### src/hdl/pix_port_defines.svh
`ifndef PIX_PORT_DEFINES_SVH
`define PIX_PORT_DEFINES_SVH
// ************************************************************
// register indices and byte addresses
// ************************************************************
`define IDX_CTRL 8'h03
`define IDX_GPO_CFG 8'h0D
`define IDX_STATUS 8'h0E
`define ADDR_OF(idx) (8'({(idx), 2'b00}))
// ************************************************************
// control fields and reset values
// ************************************************************
`define CTRL_EDGE_BIT 0
`define CTRL_MODE_BIT 1
`define CTRL_RESET 2'h1
`define GPO_CFG_RESET 8'h00
// gpo config: source select in [3:0], local value in [7:4]
`define GPO_SEL_LSB 0
`define GPO_VAL_LSB 4
// status: [0] osc mode, [1] line sync fault, [2] frame sync fault, [3] overflow
`define ST_OSC_BIT 0
`define ST_LS_BIT 1
`define ST_FS_BIT 2
`define ST_OVF_BIT 3
// ************************************************************
// widths and timing
// ************************************************************
`define PIX_BITS 12
`define LOW_BITS 10
`define WORD_BITS 14
`define FIFO_DEPTH 16
`define SYNC_GAP 4'hA
`define OSC_HALF_NS 20
`define CLK_NS 10
`define OSC_HALF_CYC (`OSC_HALF_NS / `CLK_NS)
`define AXI_OKAY 2'h0
`endif

### src/hdl/pix_port_pkg.sv
package pix_port_pkg;
  // one captured pixel with its syncs kept beside it
  typedef struct packed {
    logic frame_sync;
    logic line_sync;
    logic [11:0] data;
  } pix_word_type;
  // capture width mode
  typedef enum logic {
    MODE_10 = 1'b0,
    MODE_12 = 1'b1
  } width_mode_type;
  // general output config
  typedef struct packed {
    logic [3:0] val;
    logic [3:0] sel;
  } gpo_cfg_type;
endpackage

### src/hdl/camera_parallel_pixel_input_port.sv
// Added by the designer: the register addresses and the AXI4-Lite interface to the registers.
`timescale 1ns/1ps
`include "pix_port_defines.svh"
// Operation
// - 10-bit mode keeps only low ten data bits
// - 12-bit mode keeps all twelve data bits
// - 12-bit mode passes syncs raw, unrestricted
// - sampling edge chosen by control bit zero
// - outputs 0,1 mirror remote or local value
// - output 2 mirror/local, or oscillator clock out
// - output 3 mirror/local, or oscillator clock in
// - mode strap picks pixel or oscillator clock
// - power-down stops and restores default registers

// ************************************************************
// fifo with registered output stage
// ************************************************************
module pix_fifo #(
  parameter int WIDTH = 14,
  parameter int DEPTH = 16
) (
  // clock and reset
  input wire logic aclk,
  input wire logic aresetn,
  input wire logic flush,
  // fill side
  input wire logic in_valid,
  output logic in_ready,
  input wire logic [WIDTH-1:0] in_data,
  // drain side
  output logic out_valid,
  input wire logic out_ready,
  output logic [WIDTH-1:0] out_data
);
  localparam int AW = $clog2(DEPTH);
  logic [WIDTH-1:0] mem [DEPTH];  // storage array
  logic [AW-1:0] wr_ptr_r;
  logic [AW-1:0] rd_ptr_r;
  logic [AW:0] count_r;  // words held in the array
  logic do_wr;
  logic do_rd;

  // full counts only the array; the output stage is extra slack
  assign in_ready = (count_r != DEPTH[AW:0]);
  assign do_wr = in_valid && in_ready;
  assign do_rd = (count_r != '0) && (!out_valid || out_ready);

  // array write
  always_ff @(posedge aclk) begin
    if (do_wr) begin
      mem[wr_ptr_r] <= in_data;
    end
  end

  // pointers and level
  always_ff @(posedge aclk) begin
    if (!aresetn || flush) begin
      wr_ptr_r <= '0;
      rd_ptr_r <= '0;
      count_r <= '0;
    end else begin
      if (do_wr) begin
        wr_ptr_r <= wr_ptr_r + 1'b1;
      end
      if (do_rd) begin
        rd_ptr_r <= rd_ptr_r + 1'b1;
      end
      if (do_wr && !do_rd) begin
        count_r <= count_r + 1'b1;
      end else if (do_rd && !do_wr) begin
        count_r <= count_r - 1'b1;
      end
    end
  end

  // output register so the drain side sees flops only
  always_ff @(posedge aclk) begin
    if (!aresetn || flush) begin
      out_valid <= 1'b0;
      out_data <= '0;
    end else if (do_rd) begin
      out_valid <= 1'b1;
      out_data <= mem[rd_ptr_r];
    end else if (out_ready) begin
      out_valid <= 1'b0;
    end
  end
endmodule

// ************************************************************
// top: pixel capture, general outputs, register slave
// ************************************************************
module camera_parallel_pixel_input_port (
  // clock and reset
  input wire logic aclk,
  input wire logic aresetn,
  // pins from the imager
  input wire logic pclk,
  input wire logic [11:0] din,
  input wire logic line_sync,
  input wire logic frame_sync,
  input wire logic power_down_n,
  input wire logic mode_strap,
  // general output pins
  output logic [2:0] general_output,
  output logic general_output3_o,
  output logic general_output3_oe,
  input wire logic general_output3_i,
  // remote gpio states from the deserializer
  input wire logic [3:0] remote_gpio,
  // captured pixel stream
  output logic pix_valid,
  input wire logic pix_ready,
  output pix_port_pkg::pix_word_type pix_word,
  // axi4-lite write
  input wire logic [7:0] s_axi_awaddr,
  input wire logic s_axi_awvalid,
  output logic s_axi_awready,
  input wire logic [31:0] s_axi_wdata,
  input wire logic [3:0] s_axi_wstrb,
  input wire logic s_axi_wvalid,
  output logic s_axi_wready,
  output logic [1:0] s_axi_bresp,
  output logic s_axi_bvalid,
  input wire logic s_axi_bready,
  // axi4-lite read
  input wire logic [7:0] s_axi_araddr,
  input wire logic s_axi_arvalid,
  output logic s_axi_arready,
  output logic [31:0] s_axi_rdata,
  output logic [1:0] s_axi_rresp,
  output logic s_axi_rvalid,
  input wire logic s_axi_rready
);
  // ************************************************************
  // declarations
  // ************************************************************
  logic [17:0] pin_s1_r;  // first sync stage, read only by stage two
  logic [17:0] pin_s2_r;  // second sync stage
  logic clk_prev_r;  // delayed capture clock for edge finding
  logic ctrl_edge_r;  // 1: rising edge, 0: falling edge
  logic ctrl_mode_r;  // width mode
  pix_port_pkg::gpo_cfg_type gpo_cfg_r;
  logic osc_mode_r;  // strap caught after release
  logic strap_taken_r;
  logic ls_fault_r;  // sticky sync spacing faults
  logic fs_fault_r;
  logic ovf_r;  // capture lost to a full fifo
  logic [3:0] ls_gap_r;  // captures since last line sync change
  logic [3:0] fs_gap_r;
  logic ls_prev_r;
  logic fs_prev_r;
  logic osc_clk_r;  // divided oscillator clock out
  logic [7:0] osc_cnt_r;
  logic [2:0] gpo_r;
  logic gpo3_r;
  logic gpo3_oe_r;
  logic run;  // synced power-down released
  logic cap_clk;
  logic cap_edge;
  logic fifo_in_ready;
  pix_port_pkg::pix_word_type cap_word;
  logic [31:0] wdata_r;
  logic [3:0] wstrb_r;
  logic [7:0] waddr_r;
  logic aw_held_r;
  logic w_held_r;
  logic [31:0] status_word;
  logic do_write;
  logic clr_ls;
  logic clr_fs;
  logic clr_ovf;

  // sticky flag: a set in the clearing cycle wins
  function automatic logic sticky_nxt(input logic cur, input logic set, input logic clr);
    sticky_nxt = set || (cur && !clr);
  endfunction

  // ************************************************************
  // pin synchronisers
  // ************************************************************
  // every pin from the imager passes two flops before use
  always_ff @(posedge aclk) begin
    if (!aresetn) begin
      pin_s1_r <= '0;
      pin_s2_r <= '0;
    end else begin
      pin_s1_r <= {mode_strap, general_output3_i, power_down_n, pclk, frame_sync, line_sync, din};
      pin_s2_r <= pin_s1_r;
    end
  end

  assign run = pin_s2_r[15];

  // strap is caught once after reset or power-down release
  always_ff @(posedge aclk) begin
    if (!aresetn || !run) begin
      strap_taken_r <= 1'b0;
      osc_mode_r <= 1'b0;
    end else if (!strap_taken_r) begin
      strap_taken_r <= 1'b1;
      osc_mode_r <= pin_s2_r[17];
    end
  end

  // ************************************************************
  // capture
  // ************************************************************
  // oscillator mode takes its clock from pin three instead
  assign cap_clk = osc_mode_r ? pin_s2_r[16] : pin_s2_r[14];

  always_ff @(posedge aclk) begin
    if (!aresetn) begin
      clk_prev_r <= 1'b0;
    end else begin
      clk_prev_r <= cap_clk;
    end
  end

  // edge choice follows the control bit
  assign cap_edge = run && strap_taken_r && (ctrl_edge_r ? (cap_clk && !clk_prev_r)
                                                         : (!cap_clk && clk_prev_r));

  // data and syncs come from the same stage, so they stay aligned
  always_comb begin
    cap_word.line_sync = pin_s2_r[12];
    cap_word.frame_sync = pin_s2_r[13];
    if (ctrl_mode_r == pix_port_pkg::MODE_12) begin
      cap_word.data = pin_s2_r[`PIX_BITS-1:0];
    end else begin
      cap_word.data = {2'h0, pin_s2_r[`LOW_BITS-1:0]};
    end
  end

  pix_fifo #(
    .WIDTH(`WORD_BITS),
    .DEPTH(`FIFO_DEPTH)
  ) u_fifo (
    .aclk(aclk),
    .aresetn(aresetn),
    .flush(!run),
    .in_valid(cap_edge),
    .in_ready(fifo_in_ready),
    .in_data(cap_word),
    .out_valid(pix_valid),
    .out_ready(pix_ready),
    .out_data(pix_word)
  );

  // sync spacing watch: in 10-bit mode the imager must not change
  // a sync more than once per ten captures; we only flag it
  always_ff @(posedge aclk) begin
    if (!aresetn || !run) begin
      ls_gap_r <= `SYNC_GAP;
      fs_gap_r <= `SYNC_GAP;
      ls_prev_r <= 1'b0;
      fs_prev_r <= 1'b0;
    end else if (cap_edge) begin
      ls_prev_r <= cap_word.line_sync;
      fs_prev_r <= cap_word.frame_sync;
      ls_gap_r <= (cap_word.line_sync != ls_prev_r) ? 4'h1
                : (ls_gap_r == `SYNC_GAP) ? ls_gap_r : ls_gap_r + 4'h1;
      fs_gap_r <= (cap_word.frame_sync != fs_prev_r) ? 4'h1
                : (fs_gap_r == `SYNC_GAP) ? fs_gap_r : fs_gap_r + 4'h1;
    end
  end

  // ************************************************************
  // general outputs
  // ************************************************************
  // oscillator clock out is aclk divided down
  always_ff @(posedge aclk) begin
    if (!aresetn || !run || !osc_mode_r) begin
      osc_cnt_r <= '0;
      osc_clk_r <= 1'b0;
    end else if (osc_cnt_r == 8'(`OSC_HALF_CYC - 1)) begin
      osc_cnt_r <= '0;
      osc_clk_r <= !osc_clk_r;
    end else begin
      osc_cnt_r <= osc_cnt_r + 8'h01;
    end
  end

  // each output picks remote mirror or local value; output 2 takes the clock in oscillator mode
  always_ff @(posedge aclk) begin
    if (!aresetn || !run) begin
      gpo_r <= '0;
      gpo3_r <= 1'b0;
      gpo3_oe_r <= 1'b0;
    end else begin
      for (int i = 0; i < 2; i++) begin
        gpo_r[i] <= gpo_cfg_r.sel[i] ? gpo_cfg_r.val[i] : remote_gpio[i];
      end
      gpo_r[2] <= osc_mode_r ? osc_clk_r
                : (gpo_cfg_r.sel[2] ? gpo_cfg_r.val[2] : remote_gpio[2]);
      gpo3_r <= gpo_cfg_r.sel[3] ? gpo_cfg_r.val[3] : remote_gpio[3];
      // pin three stays undriven until the strap is known, so an oscillator on it is never fought
      gpo3_oe_r <= strap_taken_r && !osc_mode_r;
    end
  end

  assign general_output = gpo_r;
  assign general_output3_o = gpo3_r;
  assign general_output3_oe = gpo3_oe_r;

  // ************************************************************
  // register write path
  // ************************************************************
  // address and data are held apart and may come in either order
  always_ff @(posedge aclk) begin
    if (!aresetn) begin
      aw_held_r <= 1'b0;
      w_held_r <= 1'b0;
      s_axi_awready <= 1'b1;  // ready flags are flops so the bus sees registered outputs
      s_axi_wready <= 1'b1;
      waddr_r <= '0;
      wdata_r <= '0;
      wstrb_r <= '0;
      s_axi_bvalid <= 1'b0;
    end else begin
      if (s_axi_awvalid && s_axi_awready) begin
        aw_held_r <= 1'b1;
        s_axi_awready <= 1'b0;
        waddr_r <= s_axi_awaddr;
      end
      if (s_axi_wvalid && s_axi_wready) begin
        w_held_r <= 1'b1;
        s_axi_wready <= 1'b0;
        wdata_r <= s_axi_wdata;
        wstrb_r <= s_axi_wstrb;
      end
      if (do_write) begin
        aw_held_r <= 1'b0;
        w_held_r <= 1'b0;
        s_axi_awready <= 1'b1;
        s_axi_wready <= 1'b1;
        s_axi_bvalid <= 1'b1;
      end else if (s_axi_bready) begin
        s_axi_bvalid <= 1'b0;
      end
    end
  end

  assign s_axi_bresp = `AXI_OKAY;
  assign do_write = aw_held_r && w_held_r && !s_axi_bvalid;

  // control registers fall back to defaults in power-down
  always_ff @(posedge aclk) begin
    if (!aresetn || !run) begin
      ctrl_edge_r <= 1'(`CTRL_RESET >> `CTRL_EDGE_BIT);
      ctrl_mode_r <= 1'(`CTRL_RESET >> `CTRL_MODE_BIT);
      gpo_cfg_r <= `GPO_CFG_RESET;
    end else if (do_write && wstrb_r[0]) begin
      if (waddr_r == `ADDR_OF(`IDX_CTRL)) begin
        ctrl_edge_r <= wdata_r[`CTRL_EDGE_BIT];
        ctrl_mode_r <= wdata_r[`CTRL_MODE_BIT];
      end else if (waddr_r == `ADDR_OF(`IDX_GPO_CFG)) begin
        gpo_cfg_r <= wdata_r[7:0];
      end
    end
  end

  // write one to clear the sticky status bits
  assign clr_ls = do_write && wstrb_r[0] && (waddr_r == `ADDR_OF(`IDX_STATUS)) && wdata_r[`ST_LS_BIT];
  assign clr_fs = do_write && wstrb_r[0] && (waddr_r == `ADDR_OF(`IDX_STATUS)) && wdata_r[`ST_FS_BIT];
  assign clr_ovf = do_write && wstrb_r[0] && (waddr_r == `ADDR_OF(`IDX_STATUS)) && wdata_r[`ST_OVF_BIT];

  always_ff @(posedge aclk) begin
    if (!aresetn || !run) begin
      ls_fault_r <= 1'b0;
      fs_fault_r <= 1'b0;
      ovf_r <= 1'b0;
    end else begin
      ls_fault_r <= sticky_nxt(ls_fault_r, cap_edge && ctrl_mode_r == pix_port_pkg::MODE_10 &&
                               cap_word.line_sync != ls_prev_r && ls_gap_r != `SYNC_GAP, clr_ls);
      fs_fault_r <= sticky_nxt(fs_fault_r, cap_edge && ctrl_mode_r == pix_port_pkg::MODE_10 &&
                               cap_word.frame_sync != fs_prev_r && fs_gap_r != `SYNC_GAP, clr_fs);
      ovf_r <= sticky_nxt(ovf_r, cap_edge && !fifo_in_ready, clr_ovf);
    end
  end

  // ************************************************************
  // register read path
  // ************************************************************
  always_comb begin
    status_word = '0;
    status_word[`ST_OSC_BIT] = osc_mode_r;
    status_word[`ST_LS_BIT] = ls_fault_r;
    status_word[`ST_FS_BIT] = fs_fault_r;
    status_word[`ST_OVF_BIT] = ovf_r;
  end

  // one read at a time; unmapped addresses read zero with okay
  always_ff @(posedge aclk) begin
    if (!aresetn) begin
      s_axi_arready <= 1'b0;
      s_axi_rvalid <= 1'b0;
      s_axi_rdata <= '0;
    end else if (s_axi_arvalid && s_axi_arready) begin
      s_axi_arready <= 1'b0;
      s_axi_rvalid <= 1'b1;
      if (s_axi_araddr == `ADDR_OF(`IDX_CTRL)) begin
        s_axi_rdata <= {30'h0, ctrl_mode_r, ctrl_edge_r};
      end else if (s_axi_araddr == `ADDR_OF(`IDX_GPO_CFG)) begin
        s_axi_rdata <= {24'h0, gpo_cfg_r};
      end else if (s_axi_araddr == `ADDR_OF(`IDX_STATUS)) begin
        s_axi_rdata <= status_word;
      end else begin
        s_axi_rdata <= '0;
      end
    end else if (s_axi_rvalid) begin
      if (s_axi_rready) begin
        s_axi_rvalid <= 1'b0;
      end
    end else begin
      s_axi_arready <= 1'b1;
    end
  end

  assign s_axi_rresp = `AXI_OKAY;
endmodule

### config.mk
export PLATFORM = sky130hd
export DESIGN_NAME = camera_parallel_pixel_input_port
export DESIGN_NICKNAME = d
export VERILOG_FILES = /design/src/hdl/pix_port_pkg.sv /design/src/hdl/camera_parallel_pixel_input_port.sv
export VERILOG_INCLUDE_DIRS = /design/src /design/src/hdl
export SDC_FILE = /design/constraint.sdc
export NUM_CORES = 1
export LEC_CHECK = 0
export BUFFER_PORTS_ARGS = -buffer_cell sky130_fd_sc_hd__buf_4
export CORE_MARGIN = 3
export CORE_UTILIZATION = 30
export CTS_CLUSTER_DIAMETER = 120
export DETAILED_ROUTE_END_ITERATION = 12
export PLACE_DENSITY_LB_ADDON = 0.3
export SLEW_MARGIN = 20
export SYNTH_ARGS = -nofsm -noshare
export SYNTH_HDL_FRONTEND = slang
export SYNTH_SLANG_ARGS = --single-unit
### constraint.sdc
create_clock -name aclk -period 3.9 [get_ports aclk]
set_input_delay 0.195 -clock aclk [delete_from_list [all_inputs] [get_ports aclk]]
set_output_delay 0.195 -clock aclk [all_outputs]
set_load 0.005 [all_outputs]
==> results.ini <==
[sta]
setup_slack_ps = 728
rsz0062_at_grt = false
setup_viol = 0
setup_tns_ps = 0
min_period_over_period_pct = 81.3
slew_headroom_pct = 36.1
worst_clock_skew_ps = 8.83
tightest_slew_ps = 959
period_minus_slack_ps = 3170
finalHoldViolCount = 0
maxSlewViolCount = 0
max_freq_mhz = 315

[min_path]
hold_start = pix_ready
holdPathEnd = u_fifo.out_valid
hold_path_depth = 3
hp-class = input port to flip-flop

[cells_and_area]
nNetsFinal = 1238
antenna_cells = 0
fin_util_pct = 36.8
flow.area_growth_from_synthesis_pct = 20.7
stdcell_area_um2 = 16800
drive_above_1_share_pct = 17.8
num-fill-cells = 4369

[synthesis]
yosysWarnings = 0
synthCells = 999
synth_simple_gate_area_share_pct = 9.67
synth-xor-area-share_pct = 1.19
ys_seq_area_share_pct = 67.8
synth_top_family_by_area = simple AND/OR/NAND/NOR gates
synth_edf_count = 224
yosys.area_share.adder_pct = 1.49
ys_ff_latch = 360
synth_cell_types = 56
synthFlopType = edfxtp_1
synth_top_area_share_pct = 48.2
yosys.area.top_type = edfxtp_1
synth-compound-area-share_pct = 7.03
syn_area_um2 = 13900
async_flop_share_pct = 0
synth.area.top_cells = edfxtp_1 48%, dfxtp_1 20%, mux2i_1 4.5%
syn_avg_cell_area_um2 = 14.0
muxShareOfSynthArea_pct = 9.24

[drt]
drc_errors = 0
met2WireLength_um = 15100
drtPass1Iterations = 5
drtIter0Drc = 531
avgRoutedWirePerCell_um = 17.6
via_count = 8239
via_per_inst = 4.66
drt_wl_total_um = 31200
topRoutingLayerUsed = met4
ant_nets = 0
wl_met1_um = 14000
wl_met3_um = 1400

[worst_setup_path]
critPathBufInv = 1
critPathKind = flip-flop to flip-flop
regToRegEndpoint = u_fifo.count_r[4]
worstPathMaxFanout = 14
cp.arrival_ps = 3580
max_stage_delay_ps = 500
cp-start-kind = flip-flop
worstSetupEndpointType = flip-flop
timing.rr.start = osc_mode_r
cpMaxStageDelayCell = dfxtp_1
worstPathRequired_ps = 4300
path_cells = mux2i_2 -> mux2i_2 -> nor2_2 -> ha_1 -> inv_1 -> ha_1 -> nor2b_1 -> o21a_1 -> or3_1 -> a21o_1 -> mux2i_1
reg2reg_depth = 11
r2r_slack_ps = 730
path_delay_family = simple AND/OR/NAND/NOR gates

[grt]
grt_util_all_layers_pct = 12.5
grt_first_pass_wirelength_um = 48400
grt_pass1_vias = 8263
grt.overflow.total = 0
antenna_found_initial = 0
grt_start_max_net_pins = 71

[pwr]
p_leak_nw = 5.90
p_total_mw = 7.70
cellPowerDensity_nw_per_um2 = 458
ir_drop_mv = 0.261

[cts]
ctsRootBufferMaster = clkbuf_16
cts_tree = built
cts_buffer_depth = 3
ctsHoldBuffers = 43
cts.sinks = 360
ctsResizeCount = 0
path_clk_slew_ps = 60
htreeDepth = 2
clk_latency_ps = 520
cts_buffers = 38
cts_setup_buffers = 0

[place]
io_buffer_count = 87
placed_cell_area_um2 = 15200
place_congestion = 0.742
post-place-ws_ps = 723
dp_hpwl_um = 19100

[floorplan]
rows = 78
coreArea_um2 = 45700
dieHeight_um = 222
die-area_um2 = 49100
initial_core_util_pct = 30.5
die_x_um = 222
ioPinCount = 143

[run]
max-cap-violations = 0

[outcome]
status = finished, final reports clean

flip-flops by register name, summed over array words and instances, names as in the netlist, 5 cells and up:
register,cells
gpo_cfg_r,8
osc_cnt_r,8
pin_s1_r,18
pin_s2_r,18
s_axi_rdata,8
u_fifo.count_r,5
u_fifo.mem,224
u_fifo.out_data,14
waddr_r,8
wdata_r,8
worst max-delay path by stage:
stage / startpoint / endpoint / slack, ps / depth (start not counted)
after detailed placement: osc_mode_r / u_fifo.count_r[4] / 720 / 11
after CTS: osc_mode_r / u_fifo.count_r[4] / 710 / 11
final: osc_mode_r / u_fifo.count_r[4] / 730 / 11
after global routing: osc_mode_r / u_fifo.count_r[4] / 450 / 11
after global placement: osc_mode_r / u_fifo.count_r[4] / 780 / 11
after floorplan: u_fifo.count_r[1] / u_fifo.count_r[4] / 930 / 13
placed cells by master, fill, tap and decap left out, types with 15 or more instances in the layout:
master,netlist,routed
edfxtp_1,224,224
dfxtp_1,136,134
buf_4,28,107
nand2_1,63,63
mux2i_1,63,63
nor2_1,44,44
dlygate4sd3_1,0,43
and2_1,41,41
clkbuf_16,0,39
nand3_1,34,34
o21ai_0,33,33
a21oi_1,33,33
mux4_2,28,28
o22ai_1,28,28
conb_1,1,28
nor3_1,25,21
a21boi_0,19,19
a22oi_1,16,16
ha_1,15,15
kinds of logic after synthesis:
kind of cell,after synthesis
other,1
AND/OR/NAND/NOR,263
multiplexers,93
XOR/XNOR,19
buffers and inverters,92
flip-flops,360
AO/OA/AOI/OAI,155
adder cells (fa/ha/maj),16
cells in the mapped netlist (all sizes together) (2+ instances only):
cell type  number
o21a            4
inv            14
o221ai          2
nor3b           4
buf            48
a21oi          33
nand2          63
a32o            6
o31ai           2
edfxtp        224
xnor2           6
mux4           28
and2           41
nand3          34
nor2b          13
nor3           26
a21o            3
o22ai          28
dfxtp         136
nand2b          5
and3b           2
nand4           3
nor4            4
a31oi           4
nand4b          3
o311ai          2
mux2i          65
nor2           46
and3            9
clkbuf         29
ha             15
or3             2
o21ai          34
a21boi         19
xor2           13
a22oi          16
nand3b          2
stage by stage:
| stage | std cells | hold WS (ps) |
|---|---|---|
| 5_1_grt | 1769 | 69.4 |
| 4_1_cts | 1769 | 70.1 |
| 6_report | 1769 | 40.6 |
| 3_5_place_dp | 1657 | 405 |
| 2_1_floorplan | 1026 | 295 |
| 3_3_place_gp | 1657 | 396 |
layer usage:
layer	track usage (%)	up-vias
li1	-	3949
met1	16.9	4039
met2	20.5	200
met3	2.24	51
met4	3.55	0
met5	0	-
layout make-up:
cell class / count / area (µm²) / area share (%)
Clock inverter: 15 / 75.1 / 0.446
Inverter: 15 / 57.6 / 0.342
Sequential cell: 360 / 9450 / 56.2
Timing Repair Buffer: 151 / 1250 / 7.45
Tap cell: 600 / 751 / 4.46
Clock buffer: 54 / 1120 / 6.66
Multi-Input combinational cell: 574 / 4120 / 24.5
report_power, final:
group	switching (mW)	total, mW	internal [mW]
combinational	0.0759	0.174	0.0982
sequential	0.0419	4.10	4.06
clock	1.42	3.42	2.00
worst register-to-register path, stage by stage (launching register included):
cell     delay [ps]
dfxtp_1         500
mux2i_2         300
mux2i_2         150
nor2_2          430
ha_1            320
inv_1           110
ha_1            330
nor2b_1         160
o21a_1          170
or3_1           300
a21o_1          190
mux2i_1         110
No activity file was read; power rests on OpenSTA's default activity.
